**config.mk**
```make
export PLATFORM = sky130hd
export DESIGN_NAME = adc_status_flag_logic
export DESIGN_NICKNAME = d
export VERILOG_FILES = /design/src/rtl/adc_status_pkg.sv /design/src/rtl/adc_result_slot.sv /design/src/rtl/adc_status_flag_logic.sv
export SDC_FILE = /design/constraint.sdc
export NUM_CORES = 1
export LEC_CHECK = 0
export ABC_AREA = 1
export BUFFER_PORTS_ARGS = -buffer_cell sky130_fd_sc_hd__buf_2
export CORE_MARGIN = 10
export CORE_UTILIZATION = 25
export CTS_CLUSTER_DIAMETER = 30
export DETAILED_ROUTE_END_ITERATION = 7
export GPL_TIMING_DRIVEN = 0
export SETUP_SLACK_MARGIN = 0.5
export SYNTH_ARGS = -nofsm -noshare
export SYNTH_HDL_FRONTEND = slang
export SYNTH_SLANG_ARGS = --single-unit
```
**constraint.sdc**
```tcl
create_clock -name pclk -period 1.9 [get_ports pclk]
set_input_delay 0 -clock pclk [delete_from_list [all_inputs] [get_ports pclk]]
set_output_delay 0 -clock pclk [all_outputs]
set_load 0.005 [all_outputs]
```
**src/rtl/adc_status_pkg.sv**
```systemverilog
package adc_status_pkg;

  ////////////////////////////////////////////////////////////////////////////
  // Register byte addresses
  localparam logic [31:0] ADDR_STATUS     = 32'hFFFF0500;
  localparam logic [31:0] ADDR_MASK       = 32'hFFFF0504;
  localparam logic [31:0] ADDR_MODE       = 32'hFFFF0508;
  localparam logic [31:0] ADDR_CUR_RES    = 32'hFFFF050C;
  localparam logic [31:0] ADDR_VOLT_RES   = 32'hFFFF0510;
  localparam logic [31:0] ADDR_TEMP_RES   = 32'hFFFF0514;
  localparam logic [31:0] ADDR_CUR_CTRL   = 32'hFFFF0518;
  localparam logic [31:0] ADDR_CONFIG     = 32'hFFFF051C;
  localparam logic [31:0] ADDR_THRESHOLD  = 32'hFFFF0520;
  localparam logic [31:0] ADDR_THR_LIMIT  = 32'hFFFF0524;
  localparam logic [31:0] ADDR_THR_COUNT  = 32'hFFFF0528;
  localparam logic [31:0] ADDR_CHAN_EN    = 32'hFFFF052C;

  ////////////////////////////////////////////////////////////////////////////
  // Channels
  localparam int NUM_CHAN  = 3;
  localparam int CHAN_CUR  = 0;
  localparam int CHAN_VOLT = 1;
  localparam int CHAN_TEMP = 2;

  ////////////////////////////////////////////////////////////////////////////
  // Status bit positions
  localparam int ST_CAL      = 15;
  localparam int ST_ERR_BASE = 12;
  localparam int ST_CMP      = 4;
  localparam int ST_OVR      = 3;
  localparam int ST_RDY_BASE = 0;
  localparam int ST_IRQ_W    = 8;

  ////////////////////////////////////////////////////////////////////////////
  // Configuration bits and control fields
  localparam int CFG_OVR_EN  = 2;
  localparam int CFG_CMP_EN  = 3;
  localparam int CFG_TCNT_EN = 4;
  localparam int GAIN_LSB    = 0;
  localparam int GAIN_W      = 4;

  ////////////////////////////////////////////////////////////////////////////
  // Reset values and codes
  localparam logic [15:0] STATUS_RST = 16'h0000;
  localparam logic [7:0]  MASK_RST   = 8'h00;
  localparam logic [7:0]  MODE_RST   = 8'h00;
  localparam logic [7:0]  CFG_RST    = 8'h00;
  localparam logic [15:0] CTRL_RST   = 16'h0000;
  localparam logic [15:0] WORD_RST   = 16'h0000;
  localparam logic [2:0]  CHEN_RST   = 3'h0;
  localparam logic [15:0] NEG_FS     = 16'h8000;
  localparam logic [15:0] POS_FS     = 16'h7FFF;
  localparam logic [15:0] CNT_MAX    = 16'hFFFF;

  ////////////////////////////////////////////////////////////////////////////
  // Timing
  localparam int CLK_PERIOD_NS   = 25;
  localparam int OVR_PERIOD_US   = 125;
  localparam int OVR_TICK_CYCLES = OVR_PERIOD_US * 1000 / CLK_PERIOD_NS;
  localparam int OVR_CNT_W       = 13;

endpackage : adc_status_pkg

```
**src/rtl/adc_result_slot.sv**
```systemverilog
`timescale 1ns/100ps
module adc_result_slot
  import adc_status_pkg::*;
(
  input  wire logic        pclk,
  input  wire logic        presetn,
  input  wire logic        conv_done,
  input  wire logic [15:0] conv_data,
  input  wire logic        conv_over,
  input  wire logic        conv_under,
  input  wire logic        chan_en,
  input  wire logic        powered_down,
  input  wire logic        rdy_clear,
  input  wire logic        cal_done,
  output logic      [15:0] clamped,
  output logic      [15:0] result,
  output logic             err_flag,
  output logic             rdy_flag
);

  logic [15:0] result_reg;
  logic [15:0] result_next;
  logic        err_reg;
  logic        err_next;
  logic        rdy_reg;
  logic        rdy_next;
  wire         conv_ok;
  wire         bad;
  wire         store;
  wire         err_set;
  wire         rdy_set;

  ////////////////////////////////////////////////////////////////////////////
  assign conv_ok = conv_done & chan_en;
  assign bad     = conv_over | conv_under;
  // hold result
  // Unread data is kept unless the core sleeps
  assign store   = conv_ok & (~rdy_reg | powered_down);
  assign clamped = conv_under ? NEG_FS : (conv_over ? POS_FS : conv_data);
  assign result_next = store ? clamped : result_reg;
  assign err_set  = conv_ok & bad;
  assign err_next = err_set | (err_reg & ~(store & ~bad));
  assign rdy_set  = (store & ~bad) | cal_done;
  assign rdy_next = rdy_set | (rdy_reg & ~rdy_clear);

  always_ff @(posedge pclk or negedge presetn) begin
    if (!presetn) begin
      result_reg <= WORD_RST;
      err_reg    <= 1'b0;
      rdy_reg    <= 1'b0;
    end else begin
      result_reg <= result_next;
      err_reg    <= err_next;
      rdy_reg    <= rdy_next;
    end
  end

  assign result   = result_reg;
  assign err_flag = err_reg;
  assign rdy_flag = rdy_reg;
endmodule : adc_result_slot

```
**src/rtl/adc_status_flag_logic.sv**
```systemverilog
// Overview of operation
// - Status register is sixteen bits, read only, zero after reset.
// - Bit 15 sets when a calibration cycle finishes.
// - Writing the mode register clears bit 15.
// - Bit 14 sets on temperature overrange or underrange.
// - Error results are clamped to negative or positive full scale.
// - Storing an in-range temperature result clears bit 14.
// - Bit 13 sets on voltage overrange or underrange.
// - Storing an in-range voltage result clears bit 13.
// - Bit 12 sets on current overrange or underrange.
// - Storing an in-range current result clears bit 12.
// - With comparator on, bit 4 sets when current magnitude exceeds threshold.
// - With counter on, bit 4 sets once the count reaches the limit.
// - Mode write or comparator disable clears bit 4.
// - Bit 3 sets from the overrange detector, sampled every 125 us.
// - Bit 3 clears only on detect disable or current gain change.
// - Bit 2 sets on stored valid temperature result or calibration end.
// - Reading temperature or current result clears bit 2.
// - Bit 1 sets on stored valid voltage result or calibration end.
// - Reading voltage or current result clears bit 1.
// - Bit 0 sets on stored valid current result or calibration end.
// - Reading the current result clears bit 0.
// - Low eight status bits are ORed into one interrupt.
// - Each low bit reaches the interrupt only when unmasked; reset masks all.
// - Current channel off, voltage or temperature read clears both voltage and temperature ready.
// - A result is not overwritten until its ready flag clears, unless the core is powered down.
//
// Added by the designer: register access over APB.
`timescale 1ns/100ps
module adc_status_flag_logic
  import adc_status_pkg::*;
#(
  parameter int unsigned OVR_TICK = OVR_TICK_CYCLES
) (
  input  wire logic                 pclk,
  input  wire logic                 presetn,
  input  wire logic                 psel,
  input  wire logic                 penable,
  input  wire logic                 pwrite,
  input  wire logic [31:0]          paddr,
  input  wire logic [31:0]          pwdata,
  output logic      [31:0]          prdata,
  output logic                      pready,
  output logic                      pslverr,
  input  wire logic [NUM_CHAN-1:0]  conv_done,
  input  wire logic [NUM_CHAN-1:0][15:0] conv_data,
  input  wire logic [NUM_CHAN-1:0]  conv_over,
  input  wire logic [NUM_CHAN-1:0]  conv_under,
  input  wire logic                 cal_done,
  input  wire logic                 cur_overrange_in,
  input  wire logic                 core_powered_down,
  output logic                      adc_irq,
  output logic      [7:0]           adc_mode,
  output logic      [7:0]           adc_config,
  output logic      [15:0]          current_control
);

  ////////////////////////////////////////////////////////////////////////////
  // Bus decode
  logic [31:0] prdata_reg;
  logic [31:0] prdata_next;
  logic        pready_reg;
  logic        pslverr_reg;
  logic        pslverr_next;
  wire         setup;
  wire         acc;
  wire         wr;
  wire         rd;
  wire         sel_status;
  wire         sel_mask;
  wire         sel_mode;
  wire         sel_cur_res;
  wire         sel_volt_res;
  wire         sel_temp_res;
  wire         sel_ctrl;
  wire         sel_cfg;
  wire         sel_thr;
  wire         sel_tcl;
  wire         sel_thv;
  wire         sel_chen;
  wire         mapped;

  assign setup        = psel & ~penable;
  assign acc          = psel & penable & pready_reg;
  assign wr           = acc & pwrite;
  assign rd           = acc & ~pwrite;
  assign sel_status   = (paddr == ADDR_STATUS);
  assign sel_mask     = (paddr == ADDR_MASK);
  assign sel_mode     = (paddr == ADDR_MODE);
  assign sel_cur_res  = (paddr == ADDR_CUR_RES);
  assign sel_volt_res = (paddr == ADDR_VOLT_RES);
  assign sel_temp_res = (paddr == ADDR_TEMP_RES);
  assign sel_ctrl     = (paddr == ADDR_CUR_CTRL);
  assign sel_cfg      = (paddr == ADDR_CONFIG);
  assign sel_thr      = (paddr == ADDR_THRESHOLD);
  assign sel_tcl      = (paddr == ADDR_THR_LIMIT);
  assign sel_thv      = (paddr == ADDR_THR_COUNT);
  assign sel_chen     = (paddr == ADDR_CHAN_EN);
  assign mapped       = sel_status | sel_mask | sel_mode | sel_cur_res |
                        sel_volt_res | sel_temp_res | sel_ctrl | sel_cfg |
                        sel_thr | sel_tcl | sel_thv | sel_chen;

  ////////////////////////////////////////////////////////////////////////////
  // Software registers
  logic [7:0]  mask_reg;
  logic [7:0]  mode_reg;
  logic [7:0]  cfg_reg;
  logic [15:0] ctrl_reg;
  logic [15:0] thr_reg;
  logic [15:0] tcl_reg;
  logic [2:0]  chen_reg;
  wire         mode_wr;
  wire         gain_chg;

  assign mode_wr  = wr & sel_mode;
  assign gain_chg = wr & sel_ctrl &
                    (pwdata[GAIN_LSB +: GAIN_W] != ctrl_reg[GAIN_LSB +: GAIN_W]);

  // status has no write path
  // Writes to the status word complete without effect
  always_ff @(posedge pclk or negedge presetn) begin
    if (!presetn) begin
      mask_reg <= MASK_RST;
      mode_reg <= MODE_RST;
      cfg_reg  <= CFG_RST;
      ctrl_reg <= CTRL_RST;
      thr_reg  <= WORD_RST;
      tcl_reg  <= WORD_RST;
      chen_reg <= CHEN_RST;
    end else if (wr) begin
      if (sel_mask) mask_reg <= pwdata[7:0];
      if (sel_mode) mode_reg <= pwdata[7:0];
      if (sel_cfg)  cfg_reg  <= pwdata[7:0];
      if (sel_ctrl) ctrl_reg <= pwdata[15:0];
      if (sel_thr)  thr_reg  <= pwdata[15:0];
      if (sel_tcl)  tcl_reg  <= pwdata[15:0];
      if (sel_chen) chen_reg <= pwdata[2:0];
    end
  end

  ////////////////////////////////////////////////////////////////////////////
  // Channel result slots
  logic [NUM_CHAN-1:0][15:0] clamped;
  logic [NUM_CHAN-1:0][15:0] result;
  logic [NUM_CHAN-1:0]       err_flag;
  logic [NUM_CHAN-1:0]       rdy_flag;
  logic [NUM_CHAN-1:0]       rdy_clear;
  wire                       rd_cur;
  wire                       rd_volt;
  wire                       rd_temp;
  wire                       cur_off;

  assign rd_cur  = rd & sel_cur_res;
  assign rd_volt = rd & sel_volt_res;
  assign rd_temp = rd & sel_temp_res;
  assign cur_off = ~chen_reg[CHAN_CUR];
  assign rdy_clear[CHAN_CUR]  = rd_cur;
  assign rdy_clear[CHAN_VOLT] = rd_cur | rd_volt | (cur_off & rd_temp);
  assign rdy_clear[CHAN_TEMP] = rd_cur | rd_temp | (cur_off & rd_volt);

  genvar gi;
  generate
    for (gi = 0; gi < NUM_CHAN; gi++) begin : g_chan
      adc_result_slot u_slot (
        .pclk         (pclk),
        .presetn      (presetn),
        .conv_done    (conv_done[gi]),
        .conv_data    (conv_data[gi]),
        .conv_over    (conv_over[gi]),
        .conv_under   (conv_under[gi]),
        .chan_en      (chen_reg[gi]),
        .powered_down (core_powered_down),
        .rdy_clear    (rdy_clear[gi]),
        .cal_done     (cal_done),
        .clamped      (clamped[gi]),
        .result       (result[gi]),
        .err_flag     (err_flag[gi]),
        .rdy_flag     (rdy_flag[gi])
      );
    end
  endgenerate

  ////////////////////////////////////////////////////////////////////////////
  // Calibration flag
  logic cal_reg;
  wire  cal_next;
  assign cal_next = cal_done | (cal_reg & ~mode_wr);

  ////////////////////////////////////////////////////////////////////////////
  // Comparator and threshold counter
  logic [15:0] thv_reg;
  logic [15:0] thv_next;
  logic        cmp_reg;
  wire         cmp_next;
  wire [15:0]  cur_mag;
  wire         cmp_event;
  wire         exceed;
  wire [15:0]  cnt_inc;
  wire         cmp_set;

  assign cur_mag   = clamped[CHAN_CUR][15] ?
                     (~clamped[CHAN_CUR] + 16'h0001) : clamped[CHAN_CUR];
  assign cmp_event = conv_done[CHAN_CUR] & chen_reg[CHAN_CUR] &
                     cfg_reg[CFG_CMP_EN];
  assign exceed    = cur_mag > thr_reg;
  // Saturates so a long run never wraps back below the limit
  assign cnt_inc   = (thv_reg == CNT_MAX) ? thv_reg : (thv_reg + 16'h0001);
  assign thv_next  = (~cfg_reg[CFG_CMP_EN] | mode_wr) ? WORD_RST :
                     (cmp_event ? (exceed ? cnt_inc : WORD_RST) : thv_reg);
  assign cmp_set   = cmp_event & exceed &
                     (~cfg_reg[CFG_TCNT_EN] | (cnt_inc == tcl_reg));
  assign cmp_next  = cmp_set | (cmp_reg & ~mode_wr & cfg_reg[CFG_CMP_EN]);

  ////////////////////////////////////////////////////////////////////////////
  // Overrange sampling
  logic [OVR_CNT_W-1:0] tick_cnt_reg;
  logic [OVR_CNT_W-1:0] tick_cnt_next;
  logic                 ovr_reg;
  wire                  ovr_tick;
  wire                  ovr_set;
  wire                  ovr_next;

  assign ovr_tick      = (tick_cnt_reg == OVR_CNT_W'(OVR_TICK - 1));
  assign tick_cnt_next = ovr_tick ? '0 : (tick_cnt_reg + 1'b1);
  assign ovr_set       = ovr_tick & cfg_reg[CFG_OVR_EN] & cur_overrange_in;
  // cleared by disable or gain change
  assign ovr_next      = ovr_set | (ovr_reg & cfg_reg[CFG_OVR_EN] & ~gain_chg);

  always_ff @(posedge pclk or negedge presetn) begin
    if (!presetn) begin
      cal_reg      <= 1'b0;
      thv_reg      <= WORD_RST;
      cmp_reg      <= 1'b0;
      tick_cnt_reg <= '0;
      ovr_reg      <= 1'b0;
    end else begin
      cal_reg      <= cal_next;
      thv_reg      <= thv_next;
      cmp_reg      <= cmp_next;
      tick_cnt_reg <= tick_cnt_next;
      ovr_reg      <= ovr_next;
    end
  end

  ////////////////////////////////////////////////////////////////////////////
  // Status word, interrupt and read mux
  wire [15:0] status_word;
  wire        irq_next;

  assign status_word = {cal_reg, err_flag[CHAN_TEMP], err_flag[CHAN_VOLT],
                        err_flag[CHAN_CUR], 7'h00, cmp_reg, ovr_reg,
                        rdy_flag[CHAN_TEMP], rdy_flag[CHAN_VOLT],
                        rdy_flag[CHAN_CUR]};
  assign irq_next = |(status_word[ST_IRQ_W-1:0] & mask_reg);

  // Read data sampled in setup so every bus output is a flop
  assign prdata_next =
    sel_status   ? {16'h0000, status_word}        :
    sel_mask     ? {24'h000000, mask_reg}         :
    sel_mode     ? {24'h000000, mode_reg}         :
    sel_cur_res  ? {16'h0000, result[CHAN_CUR]}   :
    sel_volt_res ? {16'h0000, result[CHAN_VOLT]}  :
    sel_temp_res ? {16'h0000, result[CHAN_TEMP]}  :
    sel_ctrl     ? {16'h0000, ctrl_reg}           :
    sel_cfg      ? {24'h000000, cfg_reg}          :
    sel_thr      ? {16'h0000, thr_reg}            :
    sel_tcl      ? {16'h0000, tcl_reg}            :
    sel_thv      ? {16'h0000, thv_reg}            :
    sel_chen     ? {29'h0000000, chen_reg}        : 32'h00000000;
  assign pslverr_next = ~mapped;

  always_ff @(posedge pclk or negedge presetn) begin
    if (!presetn) begin
      prdata_reg  <= 32'h00000000;
      pready_reg  <= 1'b0;
      pslverr_reg <= 1'b0;
      adc_irq     <= 1'b0;
    end else begin
      pready_reg  <= setup;
      adc_irq     <= irq_next;
      // Error flop lives only in the access cycle, like pready
      pslverr_reg <= setup & pslverr_next;
      if (setup) begin
        prdata_reg  <= pwrite ? 32'h00000000 : prdata_next;
      end
    end
  end

  assign prdata          = prdata_reg;
  assign pready          = pready_reg;
  assign pslverr         = pslverr_reg;
  assign adc_mode        = mode_reg;
  assign adc_config      = cfg_reg;
  assign current_control = ctrl_reg;
endmodule : adc_status_flag_logic

```
==> impl_results.md <==
* Final worst slack at -614 ps
* # setup viols final at 17
* Antenna diode count at 0
* Largest net degree at the start of global routing at 111
* Synth Register Bits at 180
* Most common cell after layout, fill and taps aside: nand2_1
* DR vias at 12,000
* Clock-pin transition on the worst setup and hold timing paths at 70 ps
* Clock root cell: clkbuf_16
* Fin crit share at 132%
* 1st-pass router iterations at 5
* Hold Crit Class: in2reg
* CTS Buf Count at 17
* FMAX at 398 MHz
* Detailed-route wire length at 47,500 um
* DPL Wire Length at 33,800 um
* Failing checks: setup timing
* Die height at 228 um
* Multiplexer area fraction after synthesis at 0%
* CP Max Fanout at 8
* Status: complete, but fails checks
* Worst IR Drop VDD at 0.444 mV
* Minimum clock period at 2510 ps
* Compound-Gate Fraction of Synth Area at 15.8%
* H-tree depth at 4
* Fin Clk Skew at 16.4 ps
* Synthesized area at 0.0108 mm2
* Largest family of logic cells by synthesized area: simple AND/OR/NAND/NOR gates
* Rows at 76
* Worst Path Required at 2280 ps
* Unique cell type count in the Yosys netlist at 48
* Die area at 0.0521 mm2
* Initial antenna violation count at 1
* Count of final hold-check violations at 0
* Vias in the first global route at 11,800
* Chip Width at 228 um
* Leak at 8.22 nW
* Max-cap violations at 0
* DR DRC count at 0
* Rel. slew slack at 58.4%
* GRT overflow at 0
* Slew @ Worst Pin at 623 ps
* Vias per cell at 4.85
* Max reg flops at 48
* Min Hold Slack at 8.22 ps
* Port Buffers at 161
* Longest Clk Path Bufs at 2
* CP arrival at 2900 ps
* XOR/XNOR Fraction of Synth Area at 3.32%
* Number of synthesized flops with an enable pin at 0
* Fin. max-slew vios at 0
* Synth area leaders: dfrtp_1, nand2_1, o21ai_0
* Area share of the largest cell type after synthesis at 41.6%
* Area growth, synth to finish at 57.0%
* Sequential share of the synthesized area at 41.6%
* First DRT Iteration DRCs at 1,088
* Top FF cell, synth: dfrtp_1
* Yosys warning total at 0
* GRT Overall Usage at 17.2%
* Post-DRT Antenna Nets at 0
* Clock sink count at 180
* Drt wl/cell at 19.3 um
* Mean Syn Cell Area at 7.37 um2
* Area of the core at 0.0430 mm2
* Yosys top cell by area: dfrtp_1
* CTS tree: built
* Flop2flop setup slack at -470 ps
* CP endpoint kind: register
* Clock latency at the later pin of the worst-skew pair at 460 ps
* Post-Synth Simple-Gate Area at 26.2%
* Nets at 2,017
* Initial core utilization at 25.2%
* Syn Inst Count at 1,470
* Setup TNS at -9830 ps
* First-pass GRT wire length at 70,000 um
* Tot Pwr at 8.54 mW
* Num ports at 196
* Adder-Cell Fraction of Synth Area at 2.19%
* RSZ-0062 raised after global routing: true
* Layout cells sized above 1 at 38.2%
* Most frequent cells in the layout: nand2_1, inv_1, dfrtp_1
* Gp weighted congestion at 0.958
* Cell Pwr Density at 502 mW/mm2
* Setup Crit Path Kind: in2reg
* FFs w/ async S/R, synth at 100%
* CP startpoint kind: primary input
cells by family (layout without fill, tap and decap cells):
kind of cell             after synthesis  in the layout
AND/OR/NAND/NOR                      640            640
AO/OA/AOI/OAI                        306            306
buffers and inverters                283            680
flip-flops                           180            180
XOR/XNOR                              41             41
adder cells (fa/ha/maj)               19             19
other                                  1             16
per-stage QoR:
step	instances	worst slack [ps]	cell area, um2	utilization (%)
3_3_place_gp	2231	-2150	12700	29.5
6_report	2467	-614	17000	39.6
5_1_grt	2467	-755	17000	39.6
4_1_cts	2421	-606	15800	36.8
2_1_floorplan	1485	-423	11200	-
3_5_place_dp	2232	-1610	12700	29.6
area by class of cell:
cell class                      count  area (um2)
Tap cell                          585         732
Clock inverter                     15         179
Buffer                             66         641
Fill cell                        4279       26000
Timing Repair Buffer              365        3080
Multi-Input combinational cell   1022        6580
Clock buffer                       17         425
Sequential cell                   180        4510
Inverter                          217         871
timing repair:
| action | in CTS | in global routing |
|---|---|---|
| endpoints found under the hold margin | 142 | 2 |
| pin swaps | 104 | 119 |
| buffers inserted | 91 | 41 |
| gates resized for setup | 301 | 255 |
| hold buffers | 56 | 2 |
| setup endpoints to repair | 170 | 166 |
| cloned | 10 | 3 |
cells in the mapped netlist, drive strengths merged (2+ instances only):
cell type,count
or2,2
o21a,2
nor3,26
a31oi,4
nand4,30
o22ai,6
ha,19
o211ai,44
o21ai,194
dfrtp,180
nand2,410
nor4,6
clkinv,3
nand3b,2
nor2,84
nand3,78
buf,33
clkbuf,33
xor2,37
xnor2,4
o2111ai,7
a21oi,43
inv,214
where the power goes:
part	internal [mW]	switching (mW)
Clock	1.89	1.81
Combinational	0.436	0.573
Sequential	3.83	0.000895
metal layers:
| layer | routed length (um) | GRT usage, % | vias to the layer above |
|---|---|---|---|
| li1 | - | - | 5579 |
| met1 | 19500 | 21.6 | 5736 |
| met2 | 22300 | 28.0 | 551 |
| met3 | 3570 | 3.55 | 105 |
| met4 | 2130 | 7.31 | 2 |
| met5 | 13 | 0 | - |
path summary, 6_finish.rpt:
kind | startpoint | end | cells past startpoint
max | conv_over[0] | thv_reg[6]$_DFFE_PN0P_ | 21
max reg2reg | thv_reg[0]$_DFFE_PN0P_ | cmp_reg$_DFF_PN0_ | 15
min in group asynchronous | presetn | prdata[14]$_DFFE_PN0P_ | 2
max in group asynchronous | presetn | mask_reg[1]$_DFFE_PN0P_ | 3
min reg2reg | prdata[9]$_DFFE_PN0P_ | prdata[9]$_DFFE_PN0P_ | 2
min | conv_data[4] | g_chan[0].u_slot.result[4]$_DFFE_PN0P_ | 5
worst max-delay path: stages:
cell,delay [ps]
buf_12,120
o21ai_4,180
buf_4,150
nand3_1,90
nor2_1,130
nand2_1,90
nor2_2,140
nand3_1,110
nand2_1,120
o21ai_1,80
xor2_1,150
ha_1,300
nand4_1,120
nor3_2,180
nand2_1,140
o2111ai_4,120
nand2_2,130
nor3_4,210
buf_12,150
nand3_1,70
nand2_1,80
Note: power is estimated with default switching activity, not from simulation.
